`src/hw/rx_cfg_pkg.sv`:
```
`default_nettype none
package rx_cfg_pkg;
  // Register indices as printed; byte address is four times the index.
  localparam logic [5:0] idx_p2p_demod_config = 6'h0b;
  localparam logic [5:0] idx_correlator_config_a = 6'h0c;
  localparam logic [5:0] idx_correlator_config_b = 6'h0d;
  localparam logic [5:0] idx_status = 6'h0e;
  localparam logic [7:0] rst_p2p_demod_config = 8'h0c;
  localparam logic [7:0] rst_correlator_config_a = 8'h93;
  localparam logic [7:0] rst_correlator_config_b = 8'h00;
  localparam logic [7:0] mask_correlator_config_b = 8'h03;
  localparam logic [1:0] htrans_nonseq = 2'h2;
  localparam logic [2:0] hsize_word = 3'h2;
  localparam int clk_mhz = 40;
  localparam int sleep_entry_ns = 18000;
  localparam int wake_short_ns = 18000;
  localparam int wake_long_ns = 42000;
  localparam int sleep_entry_cycles = sleep_entry_ns * clk_mhz / 1000;
  localparam int wake_short_cycles = wake_short_ns * clk_mhz / 1000;
  localparam int wake_long_cycles = wake_long_ns * clk_mhz / 1000;
  // Decoded settings, in tenths of a microsecond, in percent and in pilot pulses.
  localparam logic [6:0] onoff_rc_tenths[4] = '{7'h0e, 7'h0a, 7'h06, 7'h02};
  localparam logic [6:0] onoff_thr_low[4] = '{7'h37, 7'h2d, 7'h23, 7'h19};
  localparam logic [6:0] onoff_thr_high[4] = '{7'h50, 7'h4b, 7'h46, 7'h41};
  localparam logic [6:0] ampshift_rc_tenths[4] = '{7'h54, 7'h44, 7'h2c, 7'h18};
  localparam logic [6:0] ampshift_thr_clr = 7'h61;
  localparam logic [6:0] ampshift_thr_set = 7'h5f;
  localparam logic [6:0] coll_level_pct[4] = '{7'h10, 7'h1c, 7'h29, 7'h35};
  localparam logic [6:0] end_level_full = 7'h64;
  localparam logic [6:0] end_level_part = 7'h42;
  localparam logic [5:0] start_len_a106 = 6'h21;
  localparam logic [5:0] start_len_other = 6'h11;
  typedef enum logic [1:0] {std_a106, std_a_hbr, std_b, std_other} rx_std_t;
endpackage : rx_cfg_pkg
`default_nettype wire

```
`src/hw/corr_sleep_if.sv`:
```
`default_nettype none
interface corr_sleep_if;
  logic sleep_exit_select;
  logic long_wake;
  logic rx_on;
  logic corr_pulse;
  logic asleep;
  modport ctl (output sleep_exit_select, output long_wake, output rx_on, output corr_pulse, input asleep);
  modport tmr (input sleep_exit_select, input long_wake, input rx_on, input corr_pulse, output asleep);
endinterface : corr_sleep_if
`default_nettype wire

```
`src/hw/corr_sleep_timer.sv`:
```
`default_nettype none
module corr_sleep_timer #(
  parameter int sleep_cycles = rx_cfg_pkg::sleep_entry_cycles,
  parameter int wake_short = rx_cfg_pkg::wake_short_cycles,
  parameter int wake_long = rx_cfg_pkg::wake_long_cycles
) (
  input wire logic hclk, // System clock.
  input wire logic hresetn, // Asynchronous reset, active low.
  corr_sleep_if.tmr sl // Sleep controls and state.
);
  typedef enum logic {awake, sleeping} st_t;
  typedef struct packed {
    st_t st;
    logic [11:0] cnt;
  } state_t;
  state_t q, d;
  initial begin
    if (sleep_cycles < 1 || wake_long >= 4096 || wake_short < 1) $error("bad sleep timing");
  end
  always_comb begin
    d = q;
    unique case (q.st)
      awake: begin
        if (sl.corr_pulse) begin
          d.cnt = '0;
        end else if (q.cnt >= 12'(sleep_cycles - 1)) begin
          d.st = sleeping;
          d.cnt = '0;
        end else begin
          d.cnt = q.cnt + 12'h001;
        end
      end
      sleeping: begin
        if (sl.sleep_exit_select) begin
          if (sl.rx_on) begin
            d.st = awake;
            d.cnt = '0;
          end
        end else if (q.cnt >= 12'(sl.long_wake ? wake_long - 1 : wake_short - 1)) begin
          d.st = awake;
          d.cnt = '0;
        end else begin
          d.cnt = q.cnt + 12'h001;
        end
      end
    endcase
  end
  always_ff @(posedge hclk or negedge hresetn) begin
    if (!hresetn) begin
      q <= '{st: awake, cnt: 12'h000};
    end else begin
      q <= d;
    end
  end
  assign sl.asleep = (q.st == sleeping);
endmodule : corr_sleep_timer
`default_nettype wire

```
`src/hw/rx_demod_correlator_config.sv`:
```
`default_nettype none
module rx_demod_correlator_config (
  input wire logic hclk, // System clock, 40 MHz.
  input wire logic hresetn, // Asynchronous reset, active low.
  input wire logic hsel, // Slave select.
  input wire logic [7:0] haddr, // Byte address.
  input wire logic [1:0] htrans, // Transfer type.
  input wire logic hwrite, // Write when high.
  input wire logic [2:0] hsize, // Transfer size.
  input wire logic [31:0] hwdata, // Write data.
  input wire logic hready, // Bus ready.
  output logic [31:0] hrdata, // Read data.
  output logic hreadyout, // Slave ready.
  output logic hresp, // Always OKAY.
  input wire rx_cfg_pkg::rx_std_t rx_std, // Reception standard.
  input wire logic wake_long_mode, // Stream vicinity or 212 type-F.
  input wire logic rx_on, // Receiver on, from another domain.
  input wire logic corr_pulse, // Correlator output pulse, pin.
  input wire logic start_seen, // Subcarrier start detected.
  input wire logic phase_edge, // Phase transition seen.
  input wire logic first_bytes_done, // First data bytes received.
  output logic onoff_fast_decay, // Fast decay enable.
  output logic [6:0] onoff_rc_tenths, // RC constant, 0.1 us.
  output logic [6:0] onoff_threshold_pct, // Threshold percent.
  output logic [6:0] ampshift_rc_tenths, // RC constant, 0.1 us.
  output logic [6:0] ampshift_threshold_pct, // Threshold percent.
  output logic agc_max_select, // AGC on max of channels.
  output logic squelch_step_select, // Squelch step choice.
  output logic coll_from_slicer, // Collision level equals slicer.
  output logic [6:0] coll_level_pct, // Collision level percent.
  output logic fast_slicer, // Fast data slicer.
  output logic phase_correct_on, // Phase correction active.
  output logic long_reference, // Reference 1.5x normal.
  output logic [6:0] end_level_pct, // End detection level.
  output logic end_detect_on, // End detector enable.
  output logic channel_summation, // Sum channels before digitizing.
  output logic [5:0] start_length, // Start length in pilot pulses.
  output logic start_check, // Start-time check pulse.
  output logic subcarrier_stream_select, // Stream mode.
  output logic corr_asleep // Correlator sleeping.
);
  typedef struct packed {
    logic [7:0] p2p;
    logic [7:0] cfg_a;
    logic [7:0] cfg_b;
    logic ph_wr;
    logic [5:0] ph_idx;
    logic ph_read;
    logic [31:0] rdata;
    logic watching;
    logic check;
    logic hold_done;
    logic [1:0] rx_on_s;
    logic [1:0] pulse_s;
  } state_t;
  state_t q, d;
  logic phase_keyed;
  logic take;
  corr_sleep_if sl ();
  corr_sleep_timer u_sleep (
    .hclk(hclk),
    .hresetn(hresetn),
    .sl(sl)
  );
  assign phase_keyed = (rx_std == rx_cfg_pkg::std_a_hbr) || (rx_std == rx_cfg_pkg::std_b);
  // Only whole-word transfers are served; other sizes are ignored so hsize is honoured, not dropped.
  assign take = hsel && hready && (htrans == rx_cfg_pkg::htrans_nonseq) && (hsize == rx_cfg_pkg::hsize_word);
  always_comb begin
    d = q;
    d.rx_on_s = {q.rx_on_s[0], rx_on};
    d.pulse_s = {q.pulse_s[0], corr_pulse};
    d.ph_wr = 1'b0;
    d.ph_read = 1'b0;
    if (q.ph_wr) begin
      unique case (q.ph_idx)
        rx_cfg_pkg::idx_p2p_demod_config: d.p2p = hwdata[7:0];
        rx_cfg_pkg::idx_correlator_config_a: d.cfg_a = hwdata[7:0];
        rx_cfg_pkg::idx_correlator_config_b: d.cfg_b = hwdata[7:0] & rx_cfg_pkg::mask_correlator_config_b;
        default: ;
      endcase
    end
    if (take) begin
      d.ph_wr = hwrite;
      d.ph_read = !hwrite;
      d.ph_idx = haddr[7:2];
      d.rdata = '0;
      if (!hwrite) begin
        unique case (haddr[7:2])
          rx_cfg_pkg::idx_p2p_demod_config: d.rdata = {24'h000000, q.p2p};
          rx_cfg_pkg::idx_correlator_config_a: d.rdata = {24'h000000, q.cfg_a};
          rx_cfg_pkg::idx_correlator_config_b: d.rdata = {24'h000000, q.cfg_b};
          rx_cfg_pkg::idx_status: d.rdata = {29'h0, q.hold_done, q.watching, sl.asleep};
          default: d.rdata = '0;
        endcase
      end
    end
    d.check = 1'b0;
    if (!phase_keyed) begin
      d.watching = 1'b0;
      d.hold_done = 1'b0;
    end else begin
      if (start_seen) begin
        d.watching = 1'b1;
      end else if (q.watching && phase_edge) begin
        d.watching = 1'b0;
        d.check = 1'b1;
      end
      if (first_bytes_done) begin
        d.hold_done = 1'b1;
      end else if (start_seen) begin
        d.hold_done = 1'b0;
      end
    end
  end
  always_ff @(posedge hclk or negedge hresetn) begin
    if (!hresetn) begin
      q <= '0;
      q.p2p <= rx_cfg_pkg::rst_p2p_demod_config;
      q.cfg_a <= rx_cfg_pkg::rst_correlator_config_a;
      q.cfg_b <= rx_cfg_pkg::rst_correlator_config_b;
    end else begin
      q <= d;
    end
  end
  // Zero-wait slave: writes land one cycle after the data phase, which is harmless for static settings.
  assign hreadyout = 1'b1;
  assign hresp = 1'b0;
  assign hrdata = q.rdata;
  assign sl.sleep_exit_select = q.cfg_b[1];
  assign sl.long_wake = wake_long_mode;
  assign sl.rx_on = q.rx_on_s[1];
  assign sl.corr_pulse = q.pulse_s[1];
  assign corr_asleep = sl.asleep;
  assign onoff_fast_decay = q.p2p[7];
  assign onoff_rc_tenths = rx_cfg_pkg::onoff_rc_tenths[q.p2p[6:5]];
  assign onoff_threshold_pct = (q.p2p[6:5] == 2'h0) ? rx_cfg_pkg::onoff_thr_low[q.p2p[4:3]] :
      rx_cfg_pkg::onoff_thr_high[q.p2p[4:3]];
  assign ampshift_rc_tenths = rx_cfg_pkg::ampshift_rc_tenths[q.p2p[2:1]];
  assign ampshift_threshold_pct = q.p2p[0] ? rx_cfg_pkg::ampshift_thr_set : rx_cfg_pkg::ampshift_thr_clr;
  assign agc_max_select = q.cfg_a[7];
  assign squelch_step_select = q.cfg_a[5];
  assign coll_from_slicer = (rx_std == rx_cfg_pkg::std_a106) && q.cfg_a[6];
  assign coll_level_pct = rx_cfg_pkg::coll_level_pct[q.cfg_a[1:0]];
  assign fast_slicer = (rx_std == rx_cfg_pkg::std_a106) && q.cfg_a[3];
  assign phase_correct_on = phase_keyed && !(q.cfg_a[6] && q.hold_done);
  assign long_reference = phase_keyed && q.cfg_a[2];
  assign end_level_pct = q.cfg_a[1] ? rx_cfg_pkg::end_level_part : rx_cfg_pkg::end_level_full;
  assign end_detect_on = phase_keyed && q.cfg_a[0];
  assign channel_summation = q.cfg_a[4];
  assign start_length = (rx_std == rx_cfg_pkg::std_a106 || !q.cfg_a[3]) ? rx_cfg_pkg::start_len_a106 :
      rx_cfg_pkg::start_len_other;
  assign start_check = q.check;
  assign subcarrier_stream_select = q.cfg_b[0];
endmodule : rx_demod_correlator_config
`default_nettype wire

```
`config.mk`:
```
export PLATFORM = sky130hd
export DESIGN_NAME = rx_demod_correlator_config
export DESIGN_NICKNAME = d
export VERILOG_FILES = /design/src/hw/rx_cfg_pkg.sv /design/src/hw/corr_sleep_if.sv /design/src/hw/corr_sleep_timer.sv /design/src/hw/rx_demod_correlator_config.sv
export SDC_FILE = /design/constraint.sdc
export NUM_CORES = 1
export LEC_CHECK = 0
export ABC_AREA = 1
export ABC_CLOCK_PERIOD_IN_PS = 1800
export BUFFER_PORTS_ARGS = -buffer_cell sky130_fd_sc_hd__buf_4
export CAP_MARGIN = 0
export CORE_MARGIN = 2
export CORE_UTILIZATION = 49
export CTS_CLUSTER_SIZE = 30
export DETAILED_ROUTE_END_ITERATION = 10
export HOLD_SLACK_MARGIN = 0.15
export PLACE_DENSITY_LB_ADDON = 0.12
export SYNTH_ARGS = -nofsm -noshare
export SYNTH_HDL_FRONTEND = slang
export SYNTH_HIERARCHICAL = 1
export SYNTH_SLANG_ARGS = --single-unit
```
`constraint.sdc`:
```
create_clock -name hclk -period 1.8 [get_ports hclk]
set_clock_uncertainty 0.05 [all_clocks]
set_input_delay 0.36 -clock hclk [delete_from_list [all_inputs] [get_ports hclk]]
set_output_delay 0.36 -clock hclk [all_outputs]
set_load 0.01 [all_outputs]
```
==> metrics.txt, run 1 <==
Hold Path Depth=2; port bufs=80; std cell rows=31; post-synthesis cell count=between 400 and 500; DRT Pass-1 Iters=4; Post-synth top cells=129 x nand2_1, 63 x buf_4, 54 x inv_1; unrepaired setup endpoints after global routing=yes; vias in the first global route=2708; Syn Area/Cell=7.748 sq um; flop2flop setup slack=around 190 ps; DR iter-0 viols=137; Critical-path top delay cell=dfstp_2; clk sinks=53; most numerous cell in the Yosys netlist=nand2_1; DR vias/cell=between 4 and 5; die area=0.008104 sq mm; post-synthesis sequential area ratio=a little under two fifths; # diodes=0; CTS tree=built; Startpoint Class=register; final WL=7304 um; largest net degree at the start of global routing=54; Cell Pwr Density=543.2 mW/mm^2; Peak Freq=about 550 MHz; crit path cell chain=inv_4, ha_4, o21ai_2, nand2_2, buf_6; WP data required=around 1400 ps; critical path class=register to output pin; R2R Path Start=u_sleep/q[1]$_DFFE_PN0P_; Cell variety after synth=36; hold_sp=phase_edge; Synth area leaders=dfrtp_1 32%, nand2_1 13%, buf_4 13%, inv_1 5.6%, dfstp_2 4.3%; Yosys top cell area share=32.44%; via count=around 2900; Worst Reg-to-Reg Cells=10; fin cells=around 640; GPL Wtd Cong=just under 0.9; die height=90.02 um; detailed placer's ending HPWL=5671 um; clock slew at reported path FFs=90 ps; final period utilization=101.0%; crit end category=output pin; placed cells=622; Yosys reg bits=53; root buffer cell=clkbuf_8; Ys Warns=6; share of layout cells above drive strength 1=a little under a third; All-Layer GR Usage=between 10% and 20%; DRC Markers=0; endpoints failing setup=2; Slew headroom=55.55%; Final Cell Area=0.004213 sq mm; pre-CTS setup slack=between 100 and 150 ps; Fin. Hold Viols=0; Synth Flop Type=dfrtp_1; hold path endpoint=q[6]$_DFFE_PN0P_; routed len/inst=approximately 11 um; die width=90.02 um; Least-Margin Pin Slew=666.8 ps; maxcap violations=0; core area=0.007214 sq mm; antenna violations before repair=0; number of I/O pins=152; global-route wire length before repair=roughly 13000 um; number of synthesized flops with an enable pin=0; Worst R2R End=u_sleep/q[7]$_DFFE_PN0P_; antenna-violating nets left=0; Layout area overhead=16.18%; CTS Buffer Depth=2; Cell Area, Placed=0.004004 sq mm; Clock Latency Late Sink=310 ps; Slowest Stage Delay on Critical Path=570 ps; HP Class=input port to register; max-slew violations=0; Synth area leader=dfrtp_1; Starting Density=50.26%; status=finished with violations; ys async rst share=100.0%; CTS H-tree lvls=2; Leak=2.406 nW; Synth Cell Area=0.003626 sq mm; total gr overflow=0; total CTS buffers=5; total power=2.288 mW; critical path arrival=1410 ps; Period minus WS final=1817 ps; nets=606; CP max FO=4; Worst IR Drop VDD=0.2739 mV; Worst Setup Slack, final=-17.12 ps; failing checks=negative setup slack; Worst path top cell family by delay=flip-flops; Buffers & Inverters on Critical Path=2
worst max-delay path by stage:
stage | startpoint | endpoint | depth (start not counted)
after floorplan | q[66]$_DFFE_PN1P_ | onoff_threshold_pct[4] | 3
after global placement | q[66]$_DFFE_PN1P_ | onoff_threshold_pct[4] | 4
after detailed placement | q[66]$_DFFE_PN1P_ | onoff_threshold_pct[4] | 4
after CTS | q[66]$_DFFE_PN1P_ | onoff_threshold_pct[1] | 5
after global routing | q[66]$_DFFE_PN1P_ | onoff_threshold_pct[3] | 5
final | q[66]$_DFFE_PN1P_ | onoff_threshold_pct[1] | 5
where the power goes:
| part | total, mW | internal (mW) | switching, mW |
|---|---|---|---|
| registers | 1.26 | 1.23 | 0.0276 |
| clock network | 0.698 | 0.312 | 0.386 |
| logic | 0.333 | 0.129 | 0.203 |
| total | 2.29 | 1.67 | 0.616 |
area by class of cell:
class,instances,area (sq um)
repair buffers,88,675.6
flip-flops and latches,53,1334
multi-input cells,322,1727
clock inverters,2,13.76
clock buffers,6,82.58
fillers,695,3002
well taps,99,123.9
inverters,67,256.5
sequential cells by signal (all words and copies together) (netlist names):
name / cells
agc_max_select: 1
channel_summation: 1
d: 2
hrdata: 8
onoff_fast_decay: 1
q: 24
squelch_step_select: 1
start_check: 1
subcarrier_stream_select: 1
u_sleep/q: 12
u_sleep/sl.asleep: 1
repair_timing:
item	CTS	global route
endpoints found under the setup margin	5	4
hold endpoints to repair	49	0
resized for setup	13	6
buffers inserted	4	0
pin swaps	4	2
hold buffers	3	0
metrics by stage:
step,TNS [ps],util (%),hold WS [ps]
floorplan,0,-,14.41
global placement,0,55.50,284.4
detailed placement,0,55.50,284.7
CTS,-32.58,58.24,184.9
global route,-316.5,58.39,190.2
finish,-26.50,58.39,188.9
layer usage:
| metal | GRT usage [%] | vias to the layer above | share of wire (%) |
|---|---|---|---|
| li1 | - | 1470 | - |
| met1 | 24.19 | 1300 | 44 |
| met2 | 32.33 | 70 | 49 |
| met3 | 4.275 | 12 | 5.1 |
| met4 | 4.744 | 0 | 1.6 |
| met5 | 0 | - | 0 |
cell usage in the layout (no fill, tap or decap), drive strengths merged:
cell	n
xor2	6
or2	1
nor2	40
and2	1
a21oi	3
conb	45
o21ai	31
nand3	30
dlygate4sd3	3
nor3	5
o22ai	2
buf	85
clkinv	6
clkbuf	6
dfrtp	47
nand4	6
inv	63
xnor2	1
nand3b	1
ha	11
nand2	138
dfstp	6
o21bai	1
cell families (layout without fill, tap and decap cells):
kind of cell / after synthesis / count (layout) / synth area share (%)
AOI/OAI and AO/OA: 37 / 37 / 6.901
other: 2 / 45 / 0.2071
and+or+nand+nor: 222 / 222 / 29.47
xor gates and xnor gates: 7 / 7 / 1.691
buffers and inverters: 136 / 163 / 21.15
adders and majority gates: 11 / 11 / 3.796
DFF: 53 / 53 / 36.78
Note: power is estimated with default switching activity, not from simulation.
==> inputs of run 2 (changes only) <==
ABC_AREA = not set   (was 1)
CORE_UTILIZATION = 47   (was 49)
CTS_BUF_LIST = sky130_fd_sc_hd__clkbuf_16   (was not set)
SKIP_LAST_GASP = 1   (was not set)
==> run 2 against run 1 <==
The flow still finishes with violations (negative setup slack). Critical path depth unchanged. Register-to-register slack worse by 250 ps. Setup slack worse by 52 ps. First-iteration DRC count down 8.8%. Non-clock buffer count up 27. Worst hold slack better by 48 ps. Design area down 0.62%. Via count down 12%. Sequential share of layout area up 0.20 points. Power up 13%. Clock-buffer cell count down 1. Wire length down 3.0%. Largest cell class unchanged.
==> metrics.txt, run 2 <==
routed len/inst=13.76 um (+20%); Post-synth top cells=65 x buf_4, 47 x dfrtp_1, 24 x inv_1; final period utilization=103.9% (+2.9 points); global-route wire length before repair=10820 um (-14%); Clock Latency Late Sink=290 ps (-20 ps); max-slew violations=0 (unchanged); core area=0.006794 sq mm (-5.8%); unrepaired setup endpoints after global routing=yes; total gr overflow=0 (unchanged); HP Class=input port to register; Synth Cell Area=0.003297 sq mm (-9.1%); Worst IR Drop VDD=0.3364 mV (+23%); antenna violations before repair=0 (unchanged); CTS tree=built; std cell rows=30 (-3.2%); share of layout cells above drive strength 1=42.48% (+12 points); port bufs=80 (unchanged); DR vias/cell=4.858 (+8.5%); Yosys reg bits=53 (unchanged); met3 wire length=436 um (+16%); final WL=7085 um (-3.0%); met2 wire len=3392 um (-5.4%); Cell variety after synth=57 (+58%); fin cells=515 (-19%); GPL Wtd Cong=0.8636 (-1.9%); Least-Margin Pin Slew=936.0 ps (+269.1 ps); Synth area leader=dfrtp_1; Starting Density=48.53% (-1.7 points); WP data required=1390 ps (about the same); ys async rst share=100.0% (unchanged); max layer used=met4; placed cells=498 (-20%); Yosys top cell area share=35.67% (+3.2 points); Syn Area/Cell=10.21 sq um (+32%); CP max FO=6 (+2); Worst Setup Slack, final=-69.30 ps (-52.19 ps); commonest non-fill, non-tap cell in the layout=buf_4; flop2flop setup slack=-60 ps (-250 ps); Ys Warns=6 (unchanged); Layout area overhead=26.98%; Slew headroom=37.37% (-18 points); register with the most flip-flops=q; critical path class=register to output pin; CTS H-tree lvls=2 (unchanged); status=finished with violations; most frequent cells in the layout=110 x buf_4, 47 x dfrtp_1, 45 x conb_1; Min Hold Slack=236.9 ps (+48.01 ps); root buffer cell=clkbuf_16; die area=0.007701 sq mm (-5.0%); antenna-violating nets left=0 (unchanged); Synth area leaders=dfrtp_1 36%, buf_4 15%, mux2_2 7.5%, dfstp_2 4.8%, ha_1 4.2%; Startpoint Class=register; wl on met1=3207 um (-0.50%); total CTS buffers=5 (unchanged); most numerous cell in the Yosys netlist=buf_4; DR iter-0 viols=125 (-8.8%); failing checks=negative setup slack; max reg flops=24 (unchanged); endpoints failing setup=8 (+6); vias in the first global route=2237 (-17%); post-synthesis cell count=323 (-31%); detailed placer's ending HPWL=5106 um (-10%); Leak=2.067 nW (-14%); Period minus WS final=1869 ps (+52.19 ps); DRT Pass-1 Iters=4 (unchanged); crit end category=output pin; total power=2.593 mW (+13%); final core occ=61.62% (+3.2 points); clk sinks=53 (unchanged); largest net degree at the start of global routing=54 (unchanged); number of synthesized flops with an enable pin=0 (unchanged); Peak Freq=535.0 MHz (-2.8%); Fin. Hold Viols=0 (unchanged); die height=87.76 um (-2.5%); nets=487 (-20%); die width=87.76 um (-2.5%); # diodes=0 (unchanged); number of I/O pins=152 (unchanged); critical path arrival=1460 ps (+50 ps); maxcap violations=0 (unchanged); CTS Buffer Depth=2 (unchanged); clock slew at reported path FFs=70 ps (-20 ps); post-synthesis sequential area ratio=40.46% (+3.7 points); DRC Markers=0 (unchanged); via count=2502 (-12%); All-Layer GR Usage=18.29% (-0.58 points); Cell Pwr Density=619.4 mW/mm^2 (+14%); Synth Flop Type=dfrtp_1
run 2: cell types whose count changed in the layout (fill, tap and decap cells not counted), sizes merged, moves of 5 or more:
cell     delta
mux2       +24
nor2       -28
o21ai      -23
nand2     -117
xor2        -6
and2        +5
o2bb2ai     +8
nor2b       +6
buf        +27
nand3      -24
nand4       -6
inv        -39
a22oi       +6
run 2: logic make-up (layout without fill, tap and decap cells):
| family | count (synthesis) | count (layout) | share of synthesized area [%] |
|---|---|---|---|
| fa+ha+maj | 11 | 11 | 4.175 |
| other cells | 2 | 45 | 0.2278 |
| compound gates | 50 | 50 | 11.50 |
| simple gates | 86 | 86 | 15.94 |
| mux | 27 | 27 | 9.336 |
| flops | 53 | 53 | 40.46 |
| buf+inv | 94 | 147 | 18.37 |
run 2: timing repair:
item	CTS	global route
setup buffers	2	4
setup endpoints to repair	16	18
hold buffers	3	0
hold endpoints to repair	49	0
pin swaps	9	9
gates resized for setup	9	20
run 2: path summary, 6_finish.rpt:
kind	end	depth (start not counted)	startpoint
max in group asynchronous	hrdata[0]$_DFFE_PN0N_	2	hresetn
min	q[4]$_DFFE_PN0P_	2	first_bytes_done
min in group asynchronous	u_sleep/q[11]$_DFFE_PN0P_	2	hresetn
max	onoff_threshold_pct[1]	5	q[67]$_DFFE_PN0P_
min reg2reg	q[3]$_DFF_PN0_	0	d[3]$_DFF_PN0_
max reg2reg	u_sleep/q[10]$_DFFE_PN0P_	6	u_sleep/q[10]$_DFFE_PN0P_
run 2: where the power goes:
| part | internal [mW] | switching [mW] | leakage, nW |
|---|---|---|---|
| clock network | 0.504 | 0.405 | 0.0687 |
| registers | 1.25 | 0.0436 | 0.695 |
| logic | 0.200 | 0.192 | 1.30 |
run 2: metrics by stage:
stage / setup TNS (ps) / setup WS [ps] / area, sq um
floorplan: 0 / 21.10 / 3458
global placement: -1627 / -171.5 / 3859
detailed placement: -1837 / -181.6 / 3859
CTS: -734.7 / -103.3 / 4078
global route: -1364 / -157.0 / 4187
finish: -313.2 / -69.30 / 4187
run 2: cell type report:
| cell class | count | area (sq um) |
|---|---|---|
| clock buffers | 5 | 125.1 |
| well taps | 96 | 120.1 |
| multi-input cells | 219 | 1624 |
| clock inverters | 3 | 12.51 |
| fillers | 568 | 2608 |
| flip-flops and latches | 53 | 1334 |
| repair buffers | 115 | 878.3 |
| inverters | 24 | 92.59 |
run 2: metal layers:
layer | vias up | track usage [%]
met3 | 2 | 3.205
met5 | - | 0
met4 | 0 | 5.035
met2 | 97 | 27.82
li1 | 1201 | -
met1 | 1202 | 26.91
run 2: worst max-delay path: stages, from the launching register on:
cell	delay (ps)
dfrtp_1	470
inv_1	150
ha_4	300
nor2_2	40
a21oi_2	90
buf_4	130
